## src/bridge_window_params.svh

```systemverilog
// Offsets, field positions, reset values for the memory window registers.
// Assumes byte addressing on a 32-bit register bus, one word per register.
`ifndef BRIDGE_WINDOW_PARAMS_SVH
`define BRIDGE_WINDOW_PARAMS_SVH

`define REG_ADDR_W     8
`define OFF_MEM_WIN    8'h20
`define OFF_PF_WIN     8'h24
`define OFF_PF_BOT_HI  8'h28
`define OFF_PF_TOP_HI  8'h2C

`define FIELD_W        12
`define BOT_FIELD_LSB  4
`define TOP_FIELD_LSB  20
`define FIELD_RST      12'h000
`define HI_WORD_RST    32'h00000000
`define RO_ZERO        4'h0
`define PF_IND_64      4'h1
`define LOW_ZERO       20'h00000
`define LOW_ONES       20'hFFFFF

`define RESP_OKAY      2'h0
`define RESP_SLVERR    2'h2

`endif

```

## src/bridge_window_pkg.sv

```systemverilog
// Types shared by the memory window register bank.
// Assumes nothing beyond a SystemVerilog compiler.
package bridge_window_pkg;

	typedef enum logic [1:0] {
		WR_COLLECT = 2'h1,
		WR_RESP    = 2'h2
	} wr_state_t;

	typedef enum logic [1:0] {
		RD_IDLE = 2'h1,
		RD_DATA = 2'h2
	} rd_state_t;

	typedef logic [1:0] resp_t;

endpackage

```

## src/window_match.sv

```systemverilog
// Inclusive range compare of one address against one window.
// Assumes base and limit are already expanded to full width.
`timescale 1ns/1ns
module window_match #(
	parameter int AW = 64
) (
	// Clock and reset
	input  wire logic          sys_clk,
	input  wire logic          reset_n,
	input  wire logic          ce,
	// Compare
	input  wire logic [AW-1:0] addr,
	input  wire logic [AW-1:0] base,
	input  wire logic [AW-1:0] limit,
	output logic               hit_ff
);

	logic nxt_hit;

	// Both ends count; base above limit never matches
	always_comb
	begin
		nxt_hit = (addr >= base) && (addr <= limit);
	end

	always_ff @(posedge sys_clk or negedge reset_n)
	begin
		if (!reset_n)
			hit_ff <= 1'b0;
		else if (ce)
			hit_ff <= nxt_hit;
	end

endmodule // window_match

```

## src/axil_read_port.sv

```systemverilog
// AXI4-Lite read channel: takes an address, returns one registered word.
// Assumes the parent supplies the looked-up word for the current araddr.
`timescale 1ns/1ns
`include "bridge_window_params.svh"
module axil_read_port (
	// Clock and reset
	input  wire logic        sys_clk,
	input  wire logic        reset_n,
	input  wire logic        ce,
	// Read address and data channels
	input  wire logic        arvalid,
	output logic             arready,
	output logic [31:0]      rdata,
	output bridge_window_pkg::resp_t rresp,
	output logic             rvalid,
	input  wire logic        rready,
	// Lookup from the register file
	input  wire logic [31:0] rd_value,
	input  wire logic        rd_mapped
);

	bridge_window_pkg::rd_state_t state_ff;
	bridge_window_pkg::rd_state_t nxt_state;
	logic [31:0]                  data_ff;
	logic [31:0]                  nxt_data;
	bridge_window_pkg::resp_t     resp_ff;
	bridge_window_pkg::resp_t     nxt_resp;

	assign arready = (state_ff == bridge_window_pkg::RD_IDLE);
	assign rvalid  = (state_ff == bridge_window_pkg::RD_DATA);
	assign rdata   = data_ff;
	assign rresp   = resp_ff;

	always_comb
	begin
		nxt_state = state_ff;
		nxt_data  = data_ff;
		nxt_resp  = resp_ff;
		case (state_ff)
			bridge_window_pkg::RD_IDLE:
			begin
				if (arvalid)
				begin
					nxt_data  = rd_value;
					nxt_resp  = rd_mapped ? `RESP_OKAY : `RESP_SLVERR;
					nxt_state = bridge_window_pkg::RD_DATA;
				end
			end
			bridge_window_pkg::RD_DATA:
			begin
				if (rready)
					nxt_state = bridge_window_pkg::RD_IDLE;
			end
			default:
				nxt_state = bridge_window_pkg::RD_IDLE;
		endcase
	end

	always_ff @(posedge sys_clk or negedge reset_n)
	begin
		if (!reset_n)
		begin
			state_ff <= bridge_window_pkg::RD_IDLE;
			data_ff  <= 32'h00000000;
			resp_ff  <= `RESP_OKAY;
		end
		else if (ce)
		begin
			state_ff <= nxt_state;
			data_ff  <= nxt_data;
			resp_ff  <= nxt_resp;
		end
	end

endmodule // axil_read_port

```

## src/bridge_memory_window_regs.sv

```systemverilog
// Memory and prefetchable memory window registers with forwarding decode.
// Assumes an AXI4-Lite master, one clock, and a forwarding address input.
`timescale 1ns/1ns
`include "bridge_window_params.svh"
module bridge_memory_window_regs (
	// Clock and reset
	input  wire logic                   sys_clk,
	input  wire logic                   reset_n,
	input  wire logic                   ce,
	// AXI4-Lite write channels
	input  wire logic [`REG_ADDR_W-1:0] s_axi_awaddr,
	input  wire logic                   s_axi_awvalid,
	output logic                        s_axi_awready,
	input  wire logic [31:0]            s_axi_wdata,
	input  wire logic [3:0]             s_axi_wstrb,
	input  wire logic                   s_axi_wvalid,
	output logic                        s_axi_wready,
	output bridge_window_pkg::resp_t    s_axi_bresp,
	output logic                        s_axi_bvalid,
	input  wire logic                   s_axi_bready,
	// AXI4-Lite read channels
	input  wire logic [`REG_ADDR_W-1:0] s_axi_araddr,
	input  wire logic                   s_axi_arvalid,
	output logic                        s_axi_arready,
	output logic [31:0]                 s_axi_rdata,
	output bridge_window_pkg::resp_t    s_axi_rresp,
	output logic                        s_axi_rvalid,
	input  wire logic                   s_axi_rready,
	// Forwarding decode
	input  wire logic [63:0]            fwd_addr,
	output logic                        mem_window_hit,
	output logic                        prefetch_window_hit
);

	bridge_window_pkg::wr_state_t wr_state_ff;
	bridge_window_pkg::wr_state_t nxt_wr_state;
	logic                         aw_got_ff;
	logic                         nxt_aw_got;
	logic                         w_got_ff;
	logic                         nxt_w_got;
	logic [`REG_ADDR_W-1:0]       wr_addr_ff;
	logic [`REG_ADDR_W-1:0]       nxt_wr_addr;
	logic [31:0]                  wr_data_ff;
	logic [31:0]                  nxt_wr_data;
	logic [3:0]                   wr_strb_ff;
	logic [3:0]                   nxt_wr_strb;
	bridge_window_pkg::resp_t     bresp_ff;
	bridge_window_pkg::resp_t     nxt_bresp;
	logic                         do_write;

	logic [`FIELD_W-1:0]          mem_bot_ff;
	logic [`FIELD_W-1:0]          nxt_mem_bot;
	logic [`FIELD_W-1:0]          mem_top_ff;
	logic [`FIELD_W-1:0]          nxt_mem_top;
	logic [`FIELD_W-1:0]          pf_bot_ff;
	logic [`FIELD_W-1:0]          nxt_pf_bot;
	logic [`FIELD_W-1:0]          pf_top_ff;
	logic [`FIELD_W-1:0]          nxt_pf_top;
	logic [31:0]                  pf_bot_hi_ff;
	logic [31:0]                  nxt_pf_bot_hi;
	logic [31:0]                  pf_top_hi_ff;
	logic [31:0]                  nxt_pf_top_hi;
	logic [31:0]                  merged;

	logic [63:0]                  mem_base_exp;
	logic [63:0]                  mem_limit_exp;
	logic [63:0]                  pf_base_exp;
	logic [63:0]                  pf_limit_exp;

	function automatic logic is_mapped(input logic [`REG_ADDR_W-1:0] a);
		logic [`REG_ADDR_W-1:0] w;
		w = {a[`REG_ADDR_W-1:2], 2'h0};
		is_mapped = (w == `OFF_MEM_WIN) || (w == `OFF_PF_WIN) ||
			(w == `OFF_PF_BOT_HI) || (w == `OFF_PF_TOP_HI);
	endfunction

	// Read-only nibbles are rebuilt here, never stored
	function automatic logic [31:0] reg_read(
		input logic [`REG_ADDR_W-1:0] a);
		logic [`REG_ADDR_W-1:0] w;
		w = {a[`REG_ADDR_W-1:2], 2'h0};
		case (w)
			`OFF_MEM_WIN:
				reg_read = {mem_top_ff, `RO_ZERO, mem_bot_ff, `RO_ZERO};
			`OFF_PF_WIN:
				reg_read = {pf_top_ff, `PF_IND_64, pf_bot_ff, `PF_IND_64};
			`OFF_PF_BOT_HI:
				reg_read = pf_bot_hi_ff;
			`OFF_PF_TOP_HI:
				reg_read = pf_top_hi_ff;
			default:
				reg_read = 32'h00000000;
		endcase
	endfunction

	function automatic logic [31:0] byte_merge(input logic [31:0] old,
		input logic [31:0] data, input logic [3:0] strb);
		byte_merge = old;
		for (int i = 0; i < 4; i++)
			if (strb[i])
				byte_merge[i*8 +: 8] = data[i*8 +: 8];
	endfunction

	// Write address and data accepted in either order
	assign s_axi_awready = (wr_state_ff == bridge_window_pkg::WR_COLLECT) &&
		!aw_got_ff;
	assign s_axi_wready  = (wr_state_ff == bridge_window_pkg::WR_COLLECT) &&
		!w_got_ff;
	assign s_axi_bvalid  = (wr_state_ff == bridge_window_pkg::WR_RESP);
	assign s_axi_bresp   = bresp_ff;

	always_comb
	begin
		nxt_wr_state = wr_state_ff;
		nxt_aw_got   = aw_got_ff;
		nxt_w_got    = w_got_ff;
		nxt_wr_addr  = wr_addr_ff;
		nxt_wr_data  = wr_data_ff;
		nxt_wr_strb  = wr_strb_ff;
		nxt_bresp    = bresp_ff;
		do_write     = 1'b0;
		case (wr_state_ff)
			bridge_window_pkg::WR_COLLECT:
			begin
				if (s_axi_awvalid && s_axi_awready)
				begin
					nxt_aw_got  = 1'b1;
					nxt_wr_addr = s_axi_awaddr;
				end
				if (s_axi_wvalid && s_axi_wready)
				begin
					nxt_w_got   = 1'b1;
					nxt_wr_data = s_axi_wdata;
					nxt_wr_strb = s_axi_wstrb;
				end
				// Commit one cycle after both halves are held
				if (aw_got_ff && w_got_ff)
				begin
					do_write     = 1'b1;
					nxt_aw_got   = 1'b0;
					nxt_w_got    = 1'b0;
					nxt_bresp    = is_mapped(wr_addr_ff) ? `RESP_OKAY :
						`RESP_SLVERR;
					nxt_wr_state = bridge_window_pkg::WR_RESP;
				end
			end
			bridge_window_pkg::WR_RESP:
			begin
				if (s_axi_bready)
					nxt_wr_state = bridge_window_pkg::WR_COLLECT;
			end
			default:
				nxt_wr_state = bridge_window_pkg::WR_COLLECT;
		endcase
	end

	always_ff @(posedge sys_clk or negedge reset_n)
	begin
		if (!reset_n)
		begin
			wr_state_ff <= bridge_window_pkg::WR_COLLECT;
			aw_got_ff   <= 1'b0;
			w_got_ff    <= 1'b0;
			wr_addr_ff  <= '0;
			wr_data_ff  <= 32'h00000000;
			wr_strb_ff  <= 4'h0;
			bresp_ff    <= `RESP_OKAY;
		end
		else if (ce)
		begin
			wr_state_ff <= nxt_wr_state;
			aw_got_ff   <= nxt_aw_got;
			w_got_ff    <= nxt_w_got;
			wr_addr_ff  <= nxt_wr_addr;
			wr_data_ff  <= nxt_wr_data;
			wr_strb_ff  <= nxt_wr_strb;
			bresp_ff    <= nxt_bresp;
		end
	end

	// Register file; unmapped writes change nothing
	always_comb
	begin
		nxt_mem_bot   = mem_bot_ff;
		nxt_mem_top   = mem_top_ff;
		nxt_pf_bot    = pf_bot_ff;
		nxt_pf_top    = pf_top_ff;
		nxt_pf_bot_hi = pf_bot_hi_ff;
		nxt_pf_top_hi = pf_top_hi_ff;
		merged = byte_merge(reg_read(wr_addr_ff), wr_data_ff, wr_strb_ff);
		if (do_write)
		begin
			case ({wr_addr_ff[`REG_ADDR_W-1:2], 2'h0})
				`OFF_MEM_WIN:
				begin
					nxt_mem_bot = merged[`BOT_FIELD_LSB +: `FIELD_W];
					nxt_mem_top = merged[`TOP_FIELD_LSB +: `FIELD_W];
				end
				`OFF_PF_WIN:
				begin
					nxt_pf_bot = merged[`BOT_FIELD_LSB +: `FIELD_W];
					nxt_pf_top = merged[`TOP_FIELD_LSB +: `FIELD_W];
				end
				`OFF_PF_BOT_HI:
					nxt_pf_bot_hi = merged;
				`OFF_PF_TOP_HI:
					nxt_pf_top_hi = merged;
				default:
					nxt_pf_top_hi = pf_top_hi_ff;
			endcase
		end
	end

	always_ff @(posedge sys_clk or negedge reset_n)
	begin
		if (!reset_n)
		begin
			mem_bot_ff   <= `FIELD_RST;
			mem_top_ff   <= `FIELD_RST;
			pf_bot_ff    <= `FIELD_RST;
			pf_top_ff    <= `FIELD_RST;
			pf_bot_hi_ff <= `HI_WORD_RST;
			pf_top_hi_ff <= `HI_WORD_RST;
		end
		else if (ce)
		begin
			mem_bot_ff   <= nxt_mem_bot;
			mem_top_ff   <= nxt_mem_top;
			pf_bot_ff    <= nxt_pf_bot;
			pf_top_ff    <= nxt_pf_top;
			pf_bot_hi_ff <= nxt_pf_bot_hi;
			pf_top_hi_ff <= nxt_pf_top_hi;
		end
	end

	axil_read_port u_read (
		.sys_clk   (sys_clk),
		.reset_n   (reset_n),
		.ce        (ce),
		.arvalid   (s_axi_arvalid),
		.arready   (s_axi_arready),
		.rdata     (s_axi_rdata),
		.rresp     (s_axi_rresp),
		.rvalid    (s_axi_rvalid),
		.rready    (s_axi_rready),
		.rd_value  (reg_read(s_axi_araddr)),
		.rd_mapped (is_mapped(s_axi_araddr))
	);

	// Memory window is 32-bit only: anything above 4 GB misses
	assign mem_base_exp  = {32'h00000000, mem_bot_ff, `LOW_ZERO};
	assign mem_limit_exp = {32'h00000000, mem_top_ff, `LOW_ONES};
	assign pf_base_exp   = {pf_bot_hi_ff, pf_bot_ff, `LOW_ZERO};
	assign pf_limit_exp  = {pf_top_hi_ff, pf_top_ff, `LOW_ONES};

	window_match #(.AW(64)) u_mem_match (
		.sys_clk (sys_clk),
		.reset_n (reset_n),
		.ce      (ce),
		.addr    (fwd_addr),
		.base    (mem_base_exp),
		.limit   (mem_limit_exp),
		.hit_ff  (mem_window_hit)
	);

	window_match #(.AW(64)) u_pf_match (
		.sys_clk (sys_clk),
		.reset_n (reset_n),
		.ce      (ce),
		.addr    (fwd_addr),
		.base    (pf_base_exp),
		.limit   (pf_limit_exp),
		.hit_ff  (prefetch_window_hit)
	);
endmodule // bridge_memory_window_regs

```

## config.mk

```make
export PLATFORM = sky130hd
export DESIGN_NAME = bridge_memory_window_regs
export DESIGN_NICKNAME = d
export VERILOG_FILES = /design/src/bridge_window_pkg.sv /design/src/window_match.sv /design/src/axil_read_port.sv /design/src/bridge_memory_window_regs.sv
export VERILOG_INCLUDE_DIRS = /design/src /design/src/src
export SDC_FILE = /design/constraint.sdc
export NUM_CORES = 1
export LEC_CHECK = 0
export BUFFER_PORTS_ARGS = -buffer_cell sky130_fd_sc_hd__buf_4
export CAP_MARGIN = 25
export CORE_MARGIN = 8
export CORE_UTILIZATION = 45
export DETAILED_ROUTE_END_ITERATION = 10
export SYNTH_ARGS = -nofsm -noshare
export SYNTH_HDL_FRONTEND = slang
export SYNTH_HIERARCHICAL = 1
export SYNTH_SLANG_ARGS = --single-unit
```

## constraint.sdc

```tcl
create_clock -name sys_clk -period 3.2 [get_ports sys_clk]
set_clock_uncertainty 0.2 [all_clocks]
set_input_delay 0.32 -clock sys_clk [delete_from_list [all_inputs] [get_ports sys_clk]]
set_output_delay 0.32 -clock sys_clk [all_outputs]
set_load 0.02 [all_outputs]
```

==> results of run 1 <==
synthesized netlist by cell type, drive strengths merged (3+ instances only):
| cell type | instances |
|---|---|
| a211oi | 11 |
| a21boi | 6 |
| a21o | 42 |
| a21oi | 120 |
| a221o | 26 |
| a221oi | 22 |
| a22o | 48 |
| a31oi | 13 |
| and3 | 3 |
| and4 | 4 |
| buf | 26 |
| clkbuf | 26 |
| conb | 3 |
| dfrtp | 194 |
| ha | 256 |
| inv | 276 |
| mux2 | 120 |
| mux2i | 30 |
| nand2 | 72 |
| nand2b | 25 |
| nand3 | 35 |
| nand4 | 53 |
| nor2 | 34 |
| nor2b | 11 |
| nor3 | 15 |
| nor3b | 4 |
| nor4 | 12 |
| o211ai | 7 |
| o21a | 3 |
| o21ai | 48 |
| o2bb2ai | 17 |
| o31ai | 20 |
| o41ai | 18 |
worst max path at each step:
stage,endpoint,slack [ns],depth (start not counted)
floorplan,pf_bot_hi_ff[20],0.79,6
finish,mem_top_ff[8],0.52,6
CTS,mem_top_ff[8],0.51,6
detailed placement,u_mem_match/hit_ff,0.34,9
global route,mem_top_ff[5],0.39,6
global placement,u_mem_match/hit_ff,0.42,9
worst register-to-register path: stages (launching register included):
cell	delay, ns
dfrtp_1	0.40
or4b_1	0.54
buf_4	0.23
nor3_4	0.25
nand2_1	0.32
buf_4	0.33
o31ai_1	0.30
kinds of logic after synthesis:
group	after synthesis	synth area share (%)
AO/OA/AOI/OAI	409	18.5
adder cells (fa/ha/maj)	256	20.3
buffers and inverters	330	8.53
flip-flops	196	31.1
multiplexers	150	11.1
other	3	0.0714
AND/OR/NAND/NOR	285	10.4
registers in the layout (all words and copies together), names as in the netlist:
signal	count
aw_got_ff	1
pf_bot_hi_ff	32
wr_strb_ff	4
u_pf_match/hit_ff	1
mem_bot_ff	12
pf_top_hi_ff	32
wr_state_ff	2
u_read/state_ff	2
wr_addr_ff	6
u_mem_match/hit_ff	1
u_read/rdata	32
wr_data_ff	32
pf_top_ff	12
s_axi_bresp	1
w_got_ff	1
mem_top_ff	12
pf_bot_ff	12
u_read/rresp	1
report_power, final:
group | switching [mW] | internal, mW | leakage [nW]
clock | 0.967 | 1.20 | 0.275
sequential | 0.778 | 3.17 | 2.61
combinational | 2.37 | 1.81 | 6.37
metal layers:
| metal | routed length (um) | track usage (%) | up-vias |
|---|---|---|---|
| met5 | 0 | 0 | - |
| met4 | 1130 | 7.17 | 0 |
| li1 | - | - | 6499 |
| met2 | 22300 | 37.6 | 368 |
| met3 | 2570 | 3.65 | 53 |
| met1 | 22000 | 31.1 | 6458 |
metrics by stage:
stage	area, um^2	hold slack [ns]	utilization, %	power (mW)	instances
final	19200	0.0343	55.5	10.3	2451
after global routing	19200	0.0637	55.5	11.0	2451
after CTS	19200	0.0162	55.5	10.3	2450
after detailed placement	18100	0.232	52.5	8.05	2372
after global placement	18100	0.238	52.5	7.90	2372
after floorplan	16300	-0.176	-	6.58	1772
final cells by class:
type | instances | area [um^2] | share of cell area (%)
tap | 455 | 569 | 2.97
multi-input combinational | 1246 | 10100 | 52.5
timing repair buffer | 244 | 2010 | 10.5
clock inverter | 8 | 103 | 0.535
inverter | 278 | 1040 | 5.44
clock buffer | 24 | 472 | 2.46
sequential | 196 | 4910 | 25.6
repair_timing:
item	CTS	global route
resized for setup	0	0
endpoints found under the setup margin	0	0
hold buffers	46	0
buffers inserted	0	0
hold endpoints to repair	122	0
==> flow_metrics.py, run 1 <==
metrics = {
    "drt": {
        "drtAntennaViolNets": 0,
        "vias_per_cell": 5.46,
        "finalWirelength_um": 47900,
        "drtIter0Drc": 840,
        "dr.pass1.iters": 6,
        "avgRoutedWirePerCell_um": 19.6,
        "remaining_drc_errors": 0,
        "vias": 13378,
    },
    "clock_tree": {
        "cts_buffer_depth": 2,
        "tritoncts": "yes",
        "cts_root_buffer": "clkbuf_16",
        "ctsHtreeMaxLevel": 4,
        "cts_buffers": 17,
        "clock_latency_ns": 0.45,
        "cts_sinks": 196,
        "path_clk_slew_ns": 0.07,
    },
    "grt": {
        "grt_pass1_vias": 13631,
        "grt_use_total_pct": 23.1,
        "grt_max_degree": 84,
        "grt_overflow": 0,
        "antenna_found_initial": 0,
        "grt_first_pass_wirelength_um": 75600,
    },
    "power": {
        "p_per_area_mw_per_mm2": 536,
        "peakVddDrop_uv": 440,
        "p_leak_nw": 9.25,
    },
    "floorplanning": {
        "die_w_um": 203,
        "io_pins": 167,
        "num_rows": 68,
        "core-area_mm2": 0.0345,
        "start_util_pct": 45.7,
        "die_h_um": 203,
        "die-area_mm2": 0.0413,
    },
    "logic_synthesis": {
        "syn_area_mm2": 0.0158,
        "yosysWarnings": 6,
        "synthArstFlopShare_pct": 100,
        "synth_edf_count": 0,
        "ys.flop_type": "dfrtp_1",
        "yosys-top-cells-area": "dfrtp_1 31%, ha_1 20%, mux2_2 6.6%",
        "yosysSeqAreaShare_pct": 31.1,
        "syn_area_per_cell_um2": 9.69,
        "ys_seq_elements": 196,
        "synth_top_area_cell": "dfrtp_1",
        "synth_cells": 1629,
        "synth.distinct_cells": 70,
        "synth.top_cell.area_share_pct": 30.8,
    },
    "final_layout": {
        "nNetsFinal": 2363,
        "n_antenna_cell": 0,
        "drive_gt1_share_pct": 19.1,
        "final_common_cell": "inv_1",
        "most-common-layout-cells": "276 x inv_1, 256 x ha_1, 194 x dfrtp_1, 193 x buf_4, 146 x conb_1",
        "area_growth_pct": 21.6,
        "n_fill_cell": 3163,
    },
    "critical_path": {
        "critPathLaunch": "wr_addr_ff[7]",
        "r2r_slack_ns": 0.52,
        "worstPathArrival_ns": 2.83,
        "crit_path_top_delay_cell": "or4b_1",
        "cp_max_fo": 15,
        "worstPathRequired_ns": 3.35,
        "r2r-start": "wr_addr_ff[7]",
        "slowest_delay_ns": 0.54,
        "criticalPathCategory": "reg -> reg",
        "cp-start-kind": "flop",
        "reg2regPathDepth": 6,
        "r2r-end": "mem_top_ff[8]",
        "worst_path_most_repeated_cell": "buf_4",
        "cp_num_buf_inv": 2,
        "critPathTopFamily": "simple AND/OR/NAND/NOR gates",
        "cp-end-kind": "flop",
        "path_cells": "or4b_1 > buf_4 > nor3_4 > nand2_1 > buf_4 > o31ai_1",
    },
    "timing": {
        "worst_pin_slew_ns": 0.881,
        "rsz0062_at_grt": "false",
        "min_period_over_period_pct": 83.7,
        "setup_tns_ns": 0,
        "fin_crit_ns": 2.68,
        "drv_slew": 0,
        "fmax_mhz": 373,
        "fin_ws_ns": 0.522,
        "hold_viol_final": 0,
        "slew-limit-headroom_pct": 41.2,
        "finalSetupViolations": 0,
    },
    "place": {
        "dp_hpwl_um": 37500,
        "gp_congestion": 0.866,
        "place_ws_ns": 0.343,
        "port_buffers": 160,
    },
    "outcome": {
        "status": "finished, final reports clean",
    },
    "job": {
        "max-cap-violations": 0,
    },
    "min_path": {
        "min_path_cells": 3,
        "min_to": "wr_state_ff[0]",
        "hp-start": "s_axi_bready",
        "hold_class": "in -> reg",
    },
}
Power figures use the tool's default switching activity.
==> run 2: changes to the inputs <==
--- a/config.mk
+++ b/config.mk
@@ -6,11 +6,13 @@
 export SDC_FILE = /design/constraint.sdc
 export NUM_CORES = 1
 export LEC_CHECK = 0
+export ABC_AREA = 1
 export BUFFER_PORTS_ARGS = -buffer_cell sky130_fd_sc_hd__buf_4
 export CAP_MARGIN = 25
 export CORE_MARGIN = 8
 export CORE_UTILIZATION = 45
 export DETAILED_ROUTE_END_ITERATION = 10
+export PLACE_DENSITY = 0.66
 export SYNTH_ARGS = -nofsm -noshare
 export SYNTH_HDL_FRONTEND = slang
 export SYNTH_HIERARCHICAL = 1
==> constraint.sdc (replaced) <==
create_clock -name sys_clk -period 2.3 [get_ports sys_clk]
set_clock_uncertainty 0.2 [all_clocks]
set_input_delay 0.23 -clock sys_clk [delete_from_list [all_inputs] [get_ports sys_clk]]
set_output_delay 0.23 -clock sys_clk [all_outputs]
set_load 0.02 [all_outputs]
==> flow_metrics.py, run 2 <==
metrics = {
    "critical_path": {
        "reg2regPathDepth": 12,
        "r2r-start": "pf_top_hi_ff[7]",
        "worstPathRequired_ns": 2.44,
        "crit_path_top_delay_cell": "dfrtp_1",
        "cp-start-kind": "flop",
        "cp-end-kind": "flop",
        "critPathTopFamily": "simple AND/OR/NAND/NOR gates",
        "path_depth": 12,
        "worstPathArrival_ns": 2.30,
        "worst_path_most_repeated_cell": "nand2_1",
        "r2r_slack_ns": 0.14,
        "r2r-end": "u_pf_match/hit_ff",
        "slowest_delay_ns": 0.41,
        "path_cells": "inv_1 > ha_1 > nand2_1 > nor2_2 > nand4_1 > nor2_1 > nand2_1 > o21bai_1 > nand2_1 > nand2_1 > nand3_1 > nand2_1",
        "cp_num_buf_inv": 1,
        "criticalPathCategory": "reg -> reg",
        "cp_max_fo": 4,
    },
    "drt": {
        "wl_met1_um": 23700,
        "drtAntennaViolNets": 0,
        "vias": 16515,
        "remaining_drc_errors": 0,
        "avgRoutedWirePerCell_um": 15.8,
        "wl_met3_um": 3780,
        "top_layer_used": "met4",
        "vias_per_cell": 5.00,
        "route.met2.wl_um": 23700,
        "dr.pass1.iters": 5,
        "finalWirelength_um": 52300,
        "drtIter0Drc": 1373,
    },
    "clock_tree": {
        "cts_root_buffer": "clkbuf_16",
        "cts_buffer_depth": 2,
        "cts_buffers": 17,
        "path_clk_slew_ns": 0.08,
        "ctsHtreeMaxLevel": 4,
        "tritoncts": "yes",
        "clock_latency_ns": 0.45,
        "cts_sinks": 196,
    },
    "logic_synthesis": {
        "synthArstFlopShare_pct": 100,
        "synth_edf_count": 0,
        "syn_area_per_cell_um2": 6.76,
        "yosysSeqAreaShare_pct": 29.3,
        "yosys-top-cells-area": "dfrtp_1 29%, ha_1 19%, nand2_1 18%",
        "ys_seq_elements": 196,
        "ys.flop_type": "dfrtp_1",
        "yosysWarnings": 6,
        "syn_area_mm2": 0.0167,
        "synth_top_area_cell": "dfrtp_1",
        "synth.distinct_cells": 39,
        "yosys.cell_count.top_type": "nand2_1",
        "synth_cells": 2476,
        "synth.top_cell.area_share_pct": 29.0,
        "synthTopCellsByCount": "820 x nand2_1, 488 x inv_1, 256 x ha_1",
    },
    "floorplanning": {
        "num_rows": 70,
        "die-area_mm2": 0.0436,
        "start_util_pct": 45.7,
        "io_pins": 167,
        "die_w_um": 209,
        "die_h_um": 209,
        "core-area_mm2": 0.0366,
    },
    "timing": {
        "drv_slew": 0,
        "hold_viol_final": 0,
        "fin_ws_ns": 0.136,
        "slew-limit-headroom_pct": 51.1,
        "worst_pin_slew_ns": 0.734,
        "setup_tns_ns": 0,
        "finalSetupViolations": 0,
        "min_period_over_period_pct": 94.1,
        "fin_crit_ns": 2.16,
        "fmax_mhz": 462,
        "rsz0062_at_grt": "false",
    },
    "final_layout": {
        "nNetsFinal": 3204,
        "most-common-layout-cells": "820 x nand2_1, 487 x inv_1, 256 x ha_1, 194 x dfrtp_1, 183 x buf_4",
        "final_common_cell": "nand2_1",
        "postLayoutCoreUtil_pct": 55.7,
        "area_growth_pct": 21.9,
        "n_antenna_cell": 0,
        "fin_cells": 3305,
        "drive_gt1_share_pct": 10.9,
        "stdcell_area_mm2": 0.0204,
        "n_fill_cell": 3498,
    },
    "grt": {
        "grt_max_degree": 68,
        "antenna_found_initial": 0,
        "grt_overflow": 0,
        "grt_use_total_pct": 23.8,
        "grt_first_pass_wirelength_um": 83500,
        "grt_pass1_vias": 15911,
    },
    "place": {
        "dp_hpwl_um": 39800,
        "dp.cells": 3218,
        "dpl_cell_area_mm2": 0.0192,
        "place_ws_ns": 0.107,
        "gp_congestion": 0.917,
        "port_buffers": 160,
    },
    "min_path": {
        "hp-start": "s_axi_wvalid",
        "hold_class": "in -> reg",
        "min_path_cells": 4,
        "min_to": "w_got_ff",
    },
    "job": {
        "max-cap-violations": 0,
    },
    "outcome": {
        "status": "finished, final reports clean",
    },
    "power": {
        "peakVddDrop_uv": 538,
        "p_per_area_mw_per_mm2": 707,
        "p_leak_nw": 10.7,
    },
}
## run 2: cell types whose count changed after synthesis, moves of 28 or more
cell     delta
a21o_1     -34
a22o_1     -47
inv_1     +212
mux2_2     -93
mux2i_1    -30
nand2_1   +748
nand3_1   +125
nand4_1    -28
nor2_1     +56
o21ai_0    +31
o21ai_1    +43
o22ai_1    +30
## run 2: per-stage QoR
step	power [mW]	hold WS [ns]
after global placement	10.8	0.0252
after detailed placement	11.1	0.0274
after CTS	14.3	0.0656
after floorplan	8.92	-0.266
after global routing	15.5	0.0921
final	14.4	0.0717
## run 2: how the worst max path moves through the flow
stage | start | end | slack (ns)
floorplan | wr_state_ff[0] | wr_strb_ff[2] | 0.32
global placement | pf_top_hi_ff[6] | u_pf_match/hit_ff | 0.10
detailed placement | pf_top_hi_ff[7] | u_pf_match/hit_ff | 0.11
CTS | pf_top_hi_ff[7] | u_pf_match/hit_ff | 0.09
global route | s_axi_araddr[7] | u_read/rdata[30] | 0.0001
finish | pf_top_hi_ff[7] | u_pf_match/hit_ff | 0.14
## run 2: repair_timing
action | in CTS | in global routing
endpoints found under the hold margin | 231 | 0
setup buffers | 0 | 4
setup endpoints to repair | 0 | 12
resized for setup | 0 | 5
hold buffers | 51 | 0
## run 2: metal layers
| metal | GRT usage (%) | vias up |
|---|---|---|
| met3 | 3.98 | 66 |
| met4 | 6.76 | 0 |
| met5 | 0 | - |
| met2 | 38.7 | 576 |
| met1 | 32.2 | 7566 |
| li1 | - | 8307 |
## run 2: layout make-up
class | count | area (um^2) | area share [%]
Multi-Input combinational cell | 1855 | 10200 | 49.9
Sequential cell | 196 | 4910 | 24.1
Timing Repair Buffer | 252 | 2230 | 10.9
Inverter | 502 | 1880 | 9.24
Tap cell | 468 | 586 | 2.87
Clock buffer | 19 | 443 | 2.17
Clock inverter | 13 | 161 | 0.791
## run 2: logic make-up after synthesis
family          after synthesis  share of synthesized area (%)
compound gates              302                           9.73
fa+ha+maj                   256                           19.1
other cells                   3                         0.0673
flops                       196                           29.3
buf+inv                     568                           13.1
simple gates               1151                           28.6
## run 2: worst register-to-register path, cell delays in order, from the launching register on
cell and delay, ns:
dfrtp_1 0.41, inv_1 0.06, ha_1 0.29, nand2_1 0.08, nor2_2 0.18, nand4_1 0.12
nor2_1 0.23, nand2_1 0.12, o21bai_1 0.16, nand2_1 0.06, nand2_1 0.04, nand3_1 0.06
nand2_1 0.05
## run 2: report_power, final
part	switching (mW)	internal, mW	total [mW]
Sequential	0.916	4.34	5.26
Clock	1.48	1.68	3.15
Combinational	3.87	2.14	6.02
